File: config.mk
export PLATFORM = sky130hd
export DESIGN_NAME = lpd_regs
export DESIGN_NICKNAME = d
export VERILOG_FILES = /design/src/lpd_pkg.sv /design/src/lpd_dim_divider.sv /design/src/lpd_regs.sv
export SDC_FILE = /design/constraint.sdc
export NUM_CORES = 1
export LEC_CHECK = 0
export ABC_CLOCK_PERIOD_IN_PS = 18200
export BUFFER_PORTS_ARGS = -buffer_cell sky130_fd_sc_hd__clkbuf_2
export CAP_MARGIN = 5
export CORE_ASPECT_RATIO = 0.6
export CORE_MARGIN = 2
export CORE_UTILIZATION = 40
export CTS_CLUSTER_SIZE = 30
export DETAILED_ROUTE_END_ITERATION = 10
export PLACE_DENSITY_LB_ADDON = 0.15
export SETUP_SLACK_MARGIN = 0.2
export SYNTH_ARGS = -nofsm -noshare
export SYNTH_HDL_FRONTEND = slang
export SYNTH_SLANG_ARGS = --single-unit
File: constraint.sdc
create_clock -name clock_in -period 18.2 [get_ports clock_in]
set_clock_uncertainty 0.1 [all_clocks]
set_input_delay 0 -clock clock_in [delete_from_list [all_inputs] [get_ports clock_in]]
set_output_delay 0 -clock clock_in [all_outputs]
set_load 0.005 [all_outputs]
File: src/lpd_pkg.sv
package lpd_pkg;
    localparam int ADDR_W = 5;
    localparam int DATA_W = 13;

    // Register offsets
    localparam logic [ADDR_W-1:0] ADDR_PHASE_9_11 = 5'h14;
    localparam logic [ADDR_W-1:0] ADDR_GROUP_BCAST = 5'h18;
    localparam logic [ADDR_W-1:0] ADDR_PERIOD_0_2 = 5'h19;

    // Phase register field positions
    localparam int PH_LED9_LSB = 0;
    localparam int PH_LED10_LSB = 4;
    localparam int PH_LED11_LSB = 8;
    localparam int PH_CODE_W = 4;

    // Broadcast register field positions
    localparam int BC_CODE_LSB = 0;
    localparam int BC_MASK_LSB = 4;
    localparam int BC_MASK_W = 4;

    // Period register field positions
    localparam int PER_LED0_LSB = 0;
    localparam int PER_LED1_LSB = 4;
    localparam int PER_LED2_LSB = 8;
    localparam int PER_CODE_W = 3;

    // Values after reset
    localparam logic [PH_CODE_W-1:0] PHASE_CODE_RESET = 4'h0;
    localparam logic [BC_MASK_W-1:0] BCAST_MASK_RESET = 4'h1;
    localparam logic [PER_CODE_W-1:0] PERIOD_CODE_RESET = 3'h0;

    // Timing counts
    localparam int PWM_PERIOD_CYCLES = 4096;
    localparam int PHASE_STEPS = 12;
    localparam logic [PER_CODE_W-1:0] PERIOD_CODE_MAX = 3'h5;
    localparam int PERIOD_CNT_W = 5;
    localparam int LED_COUNT = 12;
endpackage : lpd_pkg

File: src/lpd_dim_divider.sv
`timescale 1ns/100ps
`default_nettype none
module lpd_dim_divider
    import lpd_pkg::*;
(
    input wire logic clock_in, // System clock
    input wire logic reset_in, // Synchronous reset, active high
    input wire logic boundary_in, // One-cycle PWM period boundary
    input wire logic [PER_CODE_W-1:0] period_code_in, // Dimming period code
    output logic update_out // One-cycle duty update strobe
);
    logic [PERIOD_CNT_W-1:0] count_reg;
    logic [PERIOD_CNT_W-1:0] limit;
    logic [PER_CODE_W-1:0] eff_code;

    // Codes above five saturate at every 32 periods
    assign eff_code = (period_code_in > PERIOD_CODE_MAX) ? PERIOD_CODE_MAX : period_code_in;
    assign limit = PERIOD_CNT_W'((32'd1 << eff_code) - 32'd1);

    // Compare with >= so a shortened period takes hold at the next boundary
    always_ff @(posedge clock_in) begin
        if (reset_in) begin
            count_reg <= '0;
            update_out <= 1'b0;
        end else if (boundary_in) begin
            if (count_reg >= limit) begin
                count_reg <= '0;
                update_out <= 1'b1;
            end else begin
                count_reg <= count_reg + 1'b1;
                update_out <= 1'b0;
            end
        end else begin
            update_out <= 1'b0;
        end
    end
endmodule : lpd_dim_divider
`default_nettype wire

File: src/lpd_regs.sv
`timescale 1ns/100ps
`default_nettype none
// Operation
// - Codes 0..11 shift PWM start by 30 degrees
// - Codes 12..14 give zero shift, 15 undefined
// - LED10 phase bits 7:4, LED9 bits 3:0
// - Broadcast register 0x18, mask and period fields
// - Broadcast copies period code to member LEDs
// - Mask bits select groups A to D
// - Zero mask skips broadcast, keeps stored mask
// - Membership comes from the per-group membership input ports
// - Period codes 0..5 update every 2^code periods
// - Codes six and seven behave like five
// - One PWM period is 4096 clocks
// - Register 0x19 holds LED 0..2 period codes
// - Phase register 0x14 also holds LED11 bits 11:8
module lpd_regs
    import lpd_pkg::*;
#(
    parameter int PERIOD_CYCLES = PWM_PERIOD_CYCLES // Clocks per PWM period
) (
    input wire logic clock_in, // System clock, 25 MHz
    input wire logic reset_in, // Synchronous reset, active high
    input wire logic reg_write_in, // One-cycle register write strobe
    input wire logic reg_read_in, // One-cycle register read strobe
    input wire logic [ADDR_W-1:0] reg_addr_in, // Register offset
    input wire logic [DATA_W-1:0] reg_wdata_in, // Write data
    input wire logic [LED_COUNT-1:0] group_a_membership_in, // LEDs in group A
    input wire logic [LED_COUNT-1:0] group_b_membership_in, // LEDs in group B
    input wire logic [LED_COUNT-1:0] group_c_membership_in, // LEDs in group C
    input wire logic [LED_COUNT-1:0] group_d_membership_in, // LEDs in group D
    output logic [DATA_W-1:0] reg_rdata_out, // Read data
    output logic reg_rvalid_out, // Read data valid pulse
    output logic broadcast_strobe_out, // Broadcast executed pulse
    output logic [LED_COUNT-1:0] broadcast_led_mask_out, // LEDs hit by broadcast
    output logic [PER_CODE_W-1:0] broadcast_code_out, // Code being broadcast
    output logic period_boundary_out, // PWM period boundary pulse
    output logic [11:0] pwm_count_out, // Free-running PWM counter
    output logic [11:0] phase_offset_led9_out, // LED9 start offset in clocks
    output logic [11:0] phase_offset_led10_out, // LED10 start offset in clocks
    output logic [11:0] phase_offset_led11_out, // LED11 start offset in clocks
    output logic [2:0] duty_update_out // Duty update strobes, LEDs 0..2
);
    logic [PH_CODE_W-1:0] phase_code_led9;
    logic [PH_CODE_W-1:0] phase_code_led10;
    logic [PH_CODE_W-1:0] phase_code_led11;
    logic [BC_MASK_W-1:0] broadcast_group_mask;
    logic [PER_CODE_W-1:0] broadcast_period_code;
    logic [PER_CODE_W-1:0] period_code_led [3];
    logic [11:0] pwm_cnt_reg;
    logic boundary_reg;
    logic [2:0] upd;

    logic wr_phase;
    logic wr_group;
    logic wr_period;
    logic [BC_MASK_W-1:0] wr_mask;
    logic [PER_CODE_W-1:0] wr_code;
    logic [LED_COUNT-1:0] member_mask;
    logic bcast_go;

    assign wr_phase = reg_write_in && (reg_addr_in == ADDR_PHASE_9_11);
    assign wr_group = reg_write_in && (reg_addr_in == ADDR_GROUP_BCAST);
    assign wr_period = reg_write_in && (reg_addr_in == ADDR_PERIOD_0_2);
    assign wr_mask = reg_wdata_in[BC_MASK_LSB +: BC_MASK_W];
    assign wr_code = reg_wdata_in[BC_CODE_LSB +: PER_CODE_W];
    assign bcast_go = wr_group && (wr_mask != '0);

    // Union of all selected groups
    always_comb begin
        member_mask = '0;
        if (wr_mask[0]) member_mask = member_mask | group_a_membership_in;
        if (wr_mask[1]) member_mask = member_mask | group_b_membership_in;
        if (wr_mask[2]) member_mask = member_mask | group_c_membership_in;
        if (wr_mask[3]) member_mask = member_mask | group_d_membership_in;
    end

    // Phase-select register
    always_ff @(posedge clock_in) begin
        if (reset_in) begin
            phase_code_led9 <= PHASE_CODE_RESET;
            phase_code_led10 <= PHASE_CODE_RESET;
            phase_code_led11 <= PHASE_CODE_RESET;
        end else if (wr_phase) begin
            phase_code_led9 <= reg_wdata_in[PH_LED9_LSB +: PH_CODE_W];
            phase_code_led10 <= reg_wdata_in[PH_LED10_LSB +: PH_CODE_W];
            phase_code_led11 <= reg_wdata_in[PH_LED11_LSB +: PH_CODE_W];
        end
    end

    // Broadcast register; a zero mask write is dropped whole
    always_ff @(posedge clock_in) begin
        if (reset_in) begin
            broadcast_group_mask <= BCAST_MASK_RESET;
            broadcast_period_code <= PERIOD_CODE_RESET;
        end else if (bcast_go) begin
            broadcast_group_mask <= wr_mask;
            broadcast_period_code <= wr_code;
        end
    end

    // Broadcast strobe toward banks holding the other LEDs
    always_ff @(posedge clock_in) begin
        if (reset_in) begin
            broadcast_strobe_out <= 1'b0;
            broadcast_led_mask_out <= '0;
            broadcast_code_out <= PERIOD_CODE_RESET;
        end else begin
            broadcast_strobe_out <= bcast_go;
            broadcast_led_mask_out <= bcast_go ? member_mask : '0;
            if (bcast_go) broadcast_code_out <= wr_code;
        end
    end

    // Period codes for LEDs 0..2: direct write or broadcast
    for (genvar i = 0; i < 3; i++) begin : g_period
        always_ff @(posedge clock_in) begin
            if (reset_in) begin
                period_code_led[i] <= PERIOD_CODE_RESET;
            end else if (wr_period) begin
                period_code_led[i] <= reg_wdata_in[PER_LED0_LSB + 4*i +: PER_CODE_W];
            end else if (bcast_go && member_mask[i]) begin
                period_code_led[i] <= wr_code;
            end
        end

        lpd_dim_divider u_div (
            .clock_in(clock_in),
            .reset_in(reset_in),
            .boundary_in(boundary_reg),
            .period_code_in(period_code_led[i]),
            .update_out(upd[i])
        );
    end

    // PWM period counter
    always_ff @(posedge clock_in) begin
        if (reset_in) begin
            pwm_cnt_reg <= '0;
            boundary_reg <= 1'b0;
        end else if (pwm_cnt_reg == 12'(PERIOD_CYCLES - 1)) begin
            pwm_cnt_reg <= '0;
            boundary_reg <= 1'b1;
        end else begin
            pwm_cnt_reg <= pwm_cnt_reg + 12'h001;
            boundary_reg <= 1'b0;
        end
    end

    function automatic logic [11:0] phase_offset(input logic [PH_CODE_W-1:0] code);
        int unsigned prod;
        prod = 32'(code) * 32'(PERIOD_CYCLES) / 32'(PHASE_STEPS);
        // Codes 12 and above fall back to no shift; 15 is not meant to be used
        if (code < 4'hC) begin
            return 12'(prod);
        end
        return 12'h000;
    endfunction : phase_offset

    always_ff @(posedge clock_in) begin
        if (reset_in) begin
            phase_offset_led9_out <= 12'h000;
            phase_offset_led10_out <= 12'h000;
            phase_offset_led11_out <= 12'h000;
        end else begin
            phase_offset_led9_out <= phase_offset(phase_code_led9);
            phase_offset_led10_out <= phase_offset(phase_code_led10);
            phase_offset_led11_out <= phase_offset(phase_code_led11);
        end
    end

    always_ff @(posedge clock_in) begin
        if (reset_in) begin
            period_boundary_out <= 1'b0;
            pwm_count_out <= 12'h000;
            duty_update_out <= 3'h0;
        end else begin
            period_boundary_out <= boundary_reg;
            pwm_count_out <= pwm_cnt_reg;
            duty_update_out <= upd;
        end
    end

    // Register readback; unmapped offsets and unused bits read zero
    always_ff @(posedge clock_in) begin
        if (reset_in) begin
            reg_rdata_out <= '0;
            reg_rvalid_out <= 1'b0;
        end else begin
            reg_rvalid_out <= reg_read_in;
            reg_rdata_out <= '0;
            if (reg_read_in) begin
                case (reg_addr_in)
                    ADDR_PHASE_9_11: begin
                        reg_rdata_out <= {1'b0, phase_code_led11, phase_code_led10,
                                          phase_code_led9};
                    end
                    ADDR_GROUP_BCAST: begin
                        reg_rdata_out <= {5'h00, broadcast_group_mask, 1'b0,
                                          broadcast_period_code};
                    end
                    ADDR_PERIOD_0_2: begin
                        reg_rdata_out <= {2'h0, period_code_led[2], 1'b0, period_code_led[1],
                                          1'b0, period_code_led[0]};
                    end
                    default: begin
                        reg_rdata_out <= '0;
                    end
                endcase
            end
        end
    end
endmodule : lpd_regs
`default_nettype wire

== Word level (Yosys, flattened, before mapping) ==
Memories as Yosys holds them, arrays and structs flattened.
Cells that the tools add are included.

* Logic and storage cells: 127
* Memories kept: 1
* Output and inout port bits: 82
* Bits in writable memories: 9
* Input port bits: 70
* Bits in registers: 129

* Add/subtract/negate cells: 7
* $lt $le $gt $ge: 9
* Bitwise logic cells: 15
* Equality and inequality tests: 4
* Reduce and logical (&&, ||, !) cells: 15
* Shifts and indexed selects: 3
* Divide/modulo/power cells: 3
* Multiplexer cells: 47

{| class="wikitable"
|+ Memories
! memory !! words !! width !! read ports !! clocked after memory_dff !! wr ports !! RTL line !! source
|-
| period_code_led || 3 || 3 || 3 || 0 || 3 || lpd_regs.sv:49 || <nowiki>logic [PER_CODE_W-1:0] period_code_led [3];</nowiki>
|}

{| class="wikitable"
|+ Operators by type and width
! cell !! number
|-
| 16-bit by 4-bit divider with 32-bit output, second input constant || 3
|-
| 12-bit 2-to-1 mux || 7
|-
| 12-bit OR || 3
|-
| 12-bit one-hot mux with 3 select lines || 1
|-
| 1-bit 2-to-1 mux || 27
|-
| 3-bit 2-to-1 mux || 9
|-
| 5-bit by 1-bit adder with 5-bit output, second input constant || 3
|-
| 5-bit equality test, second input constant || 3
|-
| 5-bit greater-or-equal comparator || 3
|-
| 5-bit 2-to-1 mux || 3
|-
| 1-bit by 3-bit << shifter with 5-bit output, first input constant || 3
|-
| 5-bit by 1-bit subtractor with 5-bit output, second input constant || 3
|-
| 2-bit OR reduction || 7
|-
| 12-bit by 1-bit adder with 12-bit output, second input constant || 1
|-
| 12-bit equality test, second input constant || 1
|-
| 4-bit < comparator, second input constant || 3
|-
| 3-bit > comparator, second input constant || 3
|-
| 1-bit logical AND || 7
|-
| 1-bit inverter || 6
|-
| 1-bit OR || 6
|-
| 4-bit nonzero test || 1
|}

== Longest topological paths before layout ==
Gate-level depths: netlist (run 1).

* Depth in word-level cells: 13
* Gate-level depth with buffers: 78
* Gate-level depth less buffers: 66

== By module ==
A second synthesis (run 1) with hierarchy kept.

* Cells, all modules: 1674
* Area, all modules: 12645.9 µm²

{| class="wikitable"
|+ Modules (own cells, without submodules)
! module !! cells an instance !! area each (µm²) !! sequential area each (µm²) !! instances
|-
| lpd_regs || 1533 || 11392.2 || 2472.4 || 1
|-
| lpd_dim_divider || 47 || 417.9 || 120.1 || 3
|}

== Worst setup path before layout (run 1) ==
OpenSTA, ideal clock, no wires.

* Kind: register to register
* From: reg phase_code_led9[2]
* To: reg phase_offset_led9_out[1]
* Data arrival time: 13.846 ns
* Cell stages (with the launch flop): 77
* Period minus slack after synthesis: 14.068 ns
* Path slack: 4.132 ns
* Buffers on the path: 11
* Library setup time: 0.122 ns
* Required time: 17.978 ns
* Path through: dfxtp_1 > buf_2 > clkbuf_1 > ha_1 > buf_2 > nand4b_1 > o21ai_0 > nand2_1 > nand2_1 > ha_1 > clkbuf_1 > nor2_1 > mux2_2 > a32o_1 > inv_1 > ha_1 > clkbuf_1 > and2_1 > [41 not listed] > buf_2 > nor2_4 > xnor2_1 > ha_1 > nand2_1 > a2111oi_0 > a41o_1 > and2_1 > xnor2_1 > ha_1 > nand2_1 > nor2_1 > o221ai_1 > a211oi_1 > nand3_1 > a31oi_1 > o221a_1 > a31oi_1

* Longest elaborated chain between the ends: 5
* Elaborated cells on any way between the ends: 7
* Those cells by class: div: 1; order compare: 1; mux: 3; bitwise: 1; reduce/logical: 1

{| class="wikitable"
|+ RTL lines
! element !! RTL line !! source
|-
| start, declared || lpd_regs.sv:44 || <nowiki>logic [PH_CODE_W-1:0] phase_code_led9;</nowiki>
|-
| start signal, assigned || lpd_regs.sv:85 || <nowiki>phase_code_led9 <= reg_wdata_in[PH_LED9_LSB +: PH_CODE_W];</nowiki>
|-
| branches (longest 5 deep; another with 16-bit by 4-bit divider with 32-bit output) || - ||
|-
| end signal, assigned || lpd_regs.sv:166 || <nowiki>phase_offset_led9_out <= phase_offset(phase_code_led9);</nowiki>
|-
| end, declared || lpd_regs.sv:39 || <nowiki>output logic [11:0] phase_offset_led9_out,</nowiki>
|}

Several ways; the timed one is not identified. The select of a mux whose other input is x is not followed.
A chain may end at the register's enable or synchronous reset.

== Worst setup path after layout (run 1) ==
* From: reg phase_code_led11[3]
* To: reg phase_offset_led11_out[0]

* Longest elaborated chain between the ends: 5
* Elaborated cells on any way between the ends: 7
* Those cells by class: div: 1; order compare: 1; mux: 3; bitwise: 1; reduce/logical: 1

{| class="wikitable"
|+ RTL lines
! element !! RTL line !! source
|-
| start, declared || lpd_regs.sv:46 || <nowiki>logic [PH_CODE_W-1:0] phase_code_led11;</nowiki>
|-
| start signal, assigned || lpd_regs.sv:87 || <nowiki>phase_code_led11 <= reg_wdata_in[PH_LED11_LSB +: PH_CODE_W];</nowiki>
|-
| branches (longest 5 deep; another with 16-bit by 4-bit divider with 32-bit output) || - ||
|-
| end signal, assigned || lpd_regs.sv:168 || <nowiki>phase_offset_led11_out <= phase_offset(phase_code_led11);</nowiki>
|-
| end, declared || lpd_regs.sv:41 || <nowiki>output logic [11:0] phase_offset_led11_out,</nowiki>
|}

Several ways; the timed one is not identified. The select of a mux whose other input is x is not followed.

==> flow_summary.ini, run 1 <==
[synthesis]
synthAdderAreaFrac_pct = 5.19
synth-async-reset-ratio_pct = 0
syn_avg_cell_area_um2 = 7.34
synthCells = 1735
synth_compound_area_share_pct = 31.7
netlist_top_cells_area = dfxtp_1, nand2_1, ha_1
synth_top_cell_by_area = dfxtp_1
synth_edf_count = 9
yosysWarnings = 0
synth_nets = 1857
synthFlopType = dfxtp_1
ys_ff_latch = 137
ys_seq_area_share_pct = 22.3
synth.area.mux_share_pct = 2.84
synth_xor_area_share_pct = 4.34
ys_types = 110
syn_area_um2 = 12700
synth_top_family_by_area = compound AO/OA/AOI/OAI gates
yosysTopAreaCellShare_pct = 20.1
synthSimpleGateAreaFrac_pct = 28.4

[clocking]
post_cts_buffers = 0
cts_inserted_buffers = 17
clkTransAtPathRegs_ns = 0.06
cts_tree = yes
cts_root_buf = clkbuf_16
cts_num_sinks = 137
clock_latency_ns = 0.43
htree_levels = 4
cts_buffer_depth = 2

[detailed_routing]
drt-initial-drc-count = 1682
wl_per_cell_um = 18.0
first_pass_iters = 6
num_vias = 14000
wirelength_um = 41500
drcViolationCount = 0
drtAntennaViolNets = 0
drt-vias-per-instance = 6.07

[placement]
placedCellCount = 2223
place_congestion = 0.969
dpl.hpwl_um = 31600
io_buffer_count = 149
dpl-instance-area_um2 = 13700
place_ws_ns = 1.65

[die]
die_area_um2 = 33300
io_pins = 152
die_h_um = 142
initial_utilization_pct = 40.8
dieWidth_um = 234
core_area_um2 = 31200
rows = 50

[cells_and_area]
drive_gt1_share_pct = 14.3
n_fill_cell = 3092
final_cell_mix = nand2_1, nor2_1, clkbuf_2
seq_area_um2 = 2840
antenna_cells = 0
finalInstanceArea_um2 = 14800
multi_input_area_um2 = 9250
largest_reg_flops = 15
area_growth_pct = 16.1
stdcell_count = 2305
num-nets-final = 1998
final_common_cell = nand2_1

[pwr]
vdd_drop_max_v = 0.0000554
pwr-share-clk_pct = 25.4
p_sw_share_pct = 43.5
p_int_mw = 0.751
p_seq_share_pct = 23.8
power_switching_mw = 0.579
power_frac_comb_pct = 50.8
leakage_nw = 6.06
p_per_area_nw_per_um2 = 89.9

[sta]
period_minus_slack_ns = 16.66
post-route-period-util_pct = 91.6
max_slew_margin_pct = 26.7
tightest_slew_ns = 1.07
tns_ns = 0
hold_viol = 0
setup_viol = 0
drv_slew = 0
rsz0062_at_grt = false
fmaxAchievable_mhz = 60.0
layout_setup_ws_ns = 1.54

[critical_path]
crit_type = flop to flop
critPathCaptureType = flop
cp.required_ns = 18.36
cpPeakStageDelay_ns = 0.87
crit_path_top_delay_cell = nor4b_1
critPathMaxFanout = 22
critPathLaunchType = flop
cp_data_arrival_time_ns = 16.82
crit_path_frequent_cell = ha_1

[global_routing]
grtUsageTotal_pct = 24.2
grt_first_pass_wirelength_um = 65500
grt_max_degree = 56
grt-ovfl-total = 0
first_global_vias = 12200
antenna_found_initial = 0

[hold_path]
min_path_type = input port to flop

[job]
maxCapViolCount = 0

[status]
status = finished, final reports clean
[Yosys cell counts, types with 17 or more instances]
| cell | instances |
|---|---|
| and2_1 | 36 |
| inv_1 | 67 |
| ha_1 | 52 |
| o31ai_1 | 17 |
| clkbuf_1 | 65 |
| nor2_1 | 161 |
| nor2b_1 | 35 |
| xnor2_1 | 39 |
| o21a_1 | 20 |
| a22oi_1 | 43 |
| and3_1 | 29 |
| nor4_1 | 20 |
| o21ai_0 | 93 |
| nand2_1 | 178 |
| nand3_1 | 61 |
| a21oi_1 | 127 |
| dfxtp_1 | 128 |
| xor2_1 | 24 |
| a211oi_1 | 25 |
| nor3_1 | 47 |
| or3_1 | 21 |
| a21o_1 | 19 |
| a31oi_1 | 25 |
| mux2i_1 | 17 |
| nand2b_1 | 28 |
| nand4_1 | 23 |
| o211ai_1 | 21 |
[area by class of cell]
cell class,count,share of cell area [%]
clock inverters,13,0.720
repair buffers,209,8.94
clock buffers,19,3.07
well taps,416,3.52
multi-input cells,1433,62.6
flip-flops and latches,137,19.2
inverters,78,1.99
[worst max-delay path: cells and delay by family (launching register included)]
family          cells  cell delay, ns
fa+ha+maj          10            3.25
xor+xnor            6            1.31
simple gates       20            5.84
mux                 1            0.26
compound gates     12            3.17
buf+inv             6            1.81
flops               1            0.72
[through the flow]
step	hold WS, ns	power [mW]	util, %
floorplan	0.0360	0.813	-
global placement	0.152	0.960	43.9
detailed placement	0.159	0.961	43.9
CTS	0.0992	1.31	47.3
global route	0.118	1.41	47.3
finish	0.120	1.33	47.3
[power groups by stage]
| stage | Combinational (mW) | Sequential, mW | Clock, mW |
|---|---|---|---|
| finish | 0.675 | 0.316 | 0.338 |
| global route | 0.736 | 0.317 | 0.360 |
| CTS | 0.650 | 0.316 | 0.345 |
| detailed placement | 0.638 | 0.323 | 0 |
| global placement | 0.637 | 0.323 | 0 |
| floorplan | 0.491 | 0.322 | 0 |
[logic make-up (layout without fill, tap and decap cells)]
family          Yosys count  count (layout)
compound gates          574             574
simple gates            709             709
buf+inv                 165             319
flops                   137             137
mux                      33              33
xor+xnor                 63              63
fa+ha+maj                53              53
other cells               1               1
[path summary, 6_finish.rpt]
path                                             endpoint                          from  slack [ns]  depth (start not counted)
worst max-delay path            phase_offset_led11_out[0]           phase_code_led11[3]        1.54                         55
worst min-delay path                period_code_led[2][1]                reg_addr_in[0]        0.12                          4
worst max register to register  phase_offset_led11_out[0]           phase_code_led11[3]        1.54                         55
worst min register to register         duty_update_out[2]  g_period[2].u_div.update_out        0.34                          1
[repair_timing]
| action | 4_1_cts | 5_1_grt |
|---|---|---|
| hold buffers | 50 | 0 |
| resized for setup | 0 | 7 |
| endpoints found under the hold margin | 41 | 0 |
| setup endpoints to repair | 0 | 4 |
[routing by layer]
layer | share of wire [%] | GRT usage, % | vias up | wire length, um
met5 | 0 | 0 | - | 0
met2 | 39 | 33.3 | 645 | 16400
li1 | - | - | 6791 | -
met4 | 0.85 | 4.34 | 0 | 353
met3 | 9.9 | 5.67 | 22 | 4110
met1 | 50 | 37.8 | 6538 | 20600
No activity file was read; power rests on OpenSTA's default activity.
==> inputs of run 2 (changes only) <==
Settings changed: CORE_ASPECT_RATIO 0.6 to 1.25.
==> run 2 against run 1 <==
Net effect: via count shrank 1.7%; maximum frequency rose by 0.81%; power up 2.1%; design area rose by 0.24%; sequential share of layout area fell by 0.071 points; register-to-register slack better by 0.13 ns; utilization down 0.47 points; sequential power barely moved; worst hold slack worse by 0.076 ns; cell count shrank 0.30%; critical path type unchanged; largest cell class unchanged; highest routed layer unchanged.
==> flow_summary.ini, run 2 (same netlist as run 1, synthesis figures left out) <==
[sta]
period_minus_slack_ns = 16.53
tightest_slew_ns = 1.06
max_slew_margin_pct = 27.5
post-route-period-util_pct = 90.8
fmaxAchievable_mhz = 60.5
hold_viol = 0
tns_ns = 0
setup_viol = 0
drv_slew = 0
rsz0062_at_grt = true

[hold_path]
holdPathEnd = period_code_led[2][1]
whs_path_depth = 4
min_path_type = input port to flop
holdCritStartpoint = reg_addr_in[0]

[pwr]
p_per_area_nw_per_um2 = 91.6
vdd_drop_max_v = 0.0000546
p_total_mw = 1.36
leakage_nw = 6.08

[cells_and_area]
final_core_util_pct = 46.9
final_common_cell = nand2_1
finalInstanceArea_um2 = 14800
final_cell_mix = nand2_1, nor2_1, clkbuf_2
largest_reg_flops = 15
num-nets-final = 1995
area_growth_pct = 16.4
stdcell_count = 2298
drive_gt1_share_pct = 13.9
antenna_cells = 0

[job]
maxCapViolCount = 0

[die]
initial_utilization_pct = 40.3
io_pins = 152
die_h_um = 203
die_area_um2 = 33300
dieWidth_um = 164
core_area_um2 = 31600
rows = 73

[placement]
place_congestion = 0.897
placedCellCount = 2216
dpl.hpwl_um = 29900
io_buffer_count = 149
dpl-instance-area_um2 = 13700

[critical_path]
crit_path_frequent_cell = ha_1
cpPeakStageDelay_ns = 0.66
critPathCaptureType = flop
rr_endpoint = phase_offset_led9_out[1]
reg2reg_setup_slack_ns = 1.67
r2r-start = phase_code_led9[3]
critPathLaunchType = flop
cp.required_ns = 18.42
crit_path_top_delay_cell = dfxtp_1
ff2ff_path_depth = 65
cp_data_arrival_time_ns = 16.75
crit_type = flop to flop
critPathMaxFanout = 18

[clocking]
cts_root_buf = clkbuf_16
cts_buffer_depth = 2
post_cts_buffers = 0
cts_inserted_buffers = 17
clock_latency_ns = 0.45
htree_levels = 4
clkTransAtPathRegs_ns = 0.07
cts_tree = yes
cts_num_sinks = 137

[detailed_routing]
first_pass_iters = 5
drtAntennaViolNets = 0
drcViolationCount = 0
drt-vias-per-instance = 5.99
wl_per_cell_um = 17.3
drt-initial-drc-count = 801
num_vias = 13800
wirelength_um = 39700

[global_routing]
first_global_vias = 13200
antenna_found_initial = 0
grt_max_degree = 57
grt_first_pass_wirelength_um = 65500
grtUsageTotal_pct = 23.7
grt-ovfl-total = 0

[status]
status = finished, final reports clean
-- run 2: repair_timing --
item	4_1_cts	5_1_grt
gates resized for setup	0	2
endpoints found under the setup margin	0	4
hold buffers	50	0
endpoints found under the hold margin	43	0
-- run 2: per-stage QoR --
step	hold WS [ns]	setup slack, ns
after floorplan	0.0360	4.13
after global placement	0.138	2.17
after detailed placement	0.141	1.84
after CTS	0.0198	1.77
after global routing	0.0863	0.171
final	0.0435	1.67
-- run 2: critical path, delay by kind of cell, from the launching register on --
kind | cells | cell delay, ns
and+or+nand+nor | 22 | 5.23
xor gates and xnor gates | 4 | 0.67
buffers and inverters | 8 | 1.27
muxes | 1 | 0.27
AOI/OAI and AO/OA | 19 | 4.53
adders and majority gates | 11 | 3.63
DFF | 1 | 0.66
-- run 2: per-layer routing --
layer | global-route usage (%) | vias up | wire length (um)
li1 | - | 6779 | -
met1 | 29.0 | 6522 | 17200
met2 | 42.5 | 387 | 19800
met3 | 3.68 | 67 | 1780
met4 | 7.52 | 0 | 890
met5 | 0 | - | 0
-- run 2: layout make-up --
class	instances	area, um^2
fill	3252	16800
clock inverter	14	209
timing repair buffer	206	1300
clock buffer	18	429
inverter	78	294
tap	412	515
multi-input combinational	1433	9240
sequential	137	2830
-- run 2: how the worst max path moves through the flow --
stage / startpoint / to
global placement: phase_code_led9[3] / phase_offset_led9_out[1]
detailed placement: phase_code_led9[3] / phase_offset_led9_out[1]
floorplan: phase_code_led9[2] / phase_offset_led9_out[1]
finish: phase_code_led9[3] / phase_offset_led9_out[1]
CTS: phase_code_led9[3] / phase_offset_led9_out[0]
global route: phase_code_led10[3] / phase_offset_led10_out[0]
-- run 2: report_power, final --
group          switching, mW  total, mW  internal, mW
logic                  0.403      0.655         0.252
registers            0.00482      0.316         0.311
clock network          0.163      0.386         0.223
total                  0.571       1.36         0.786
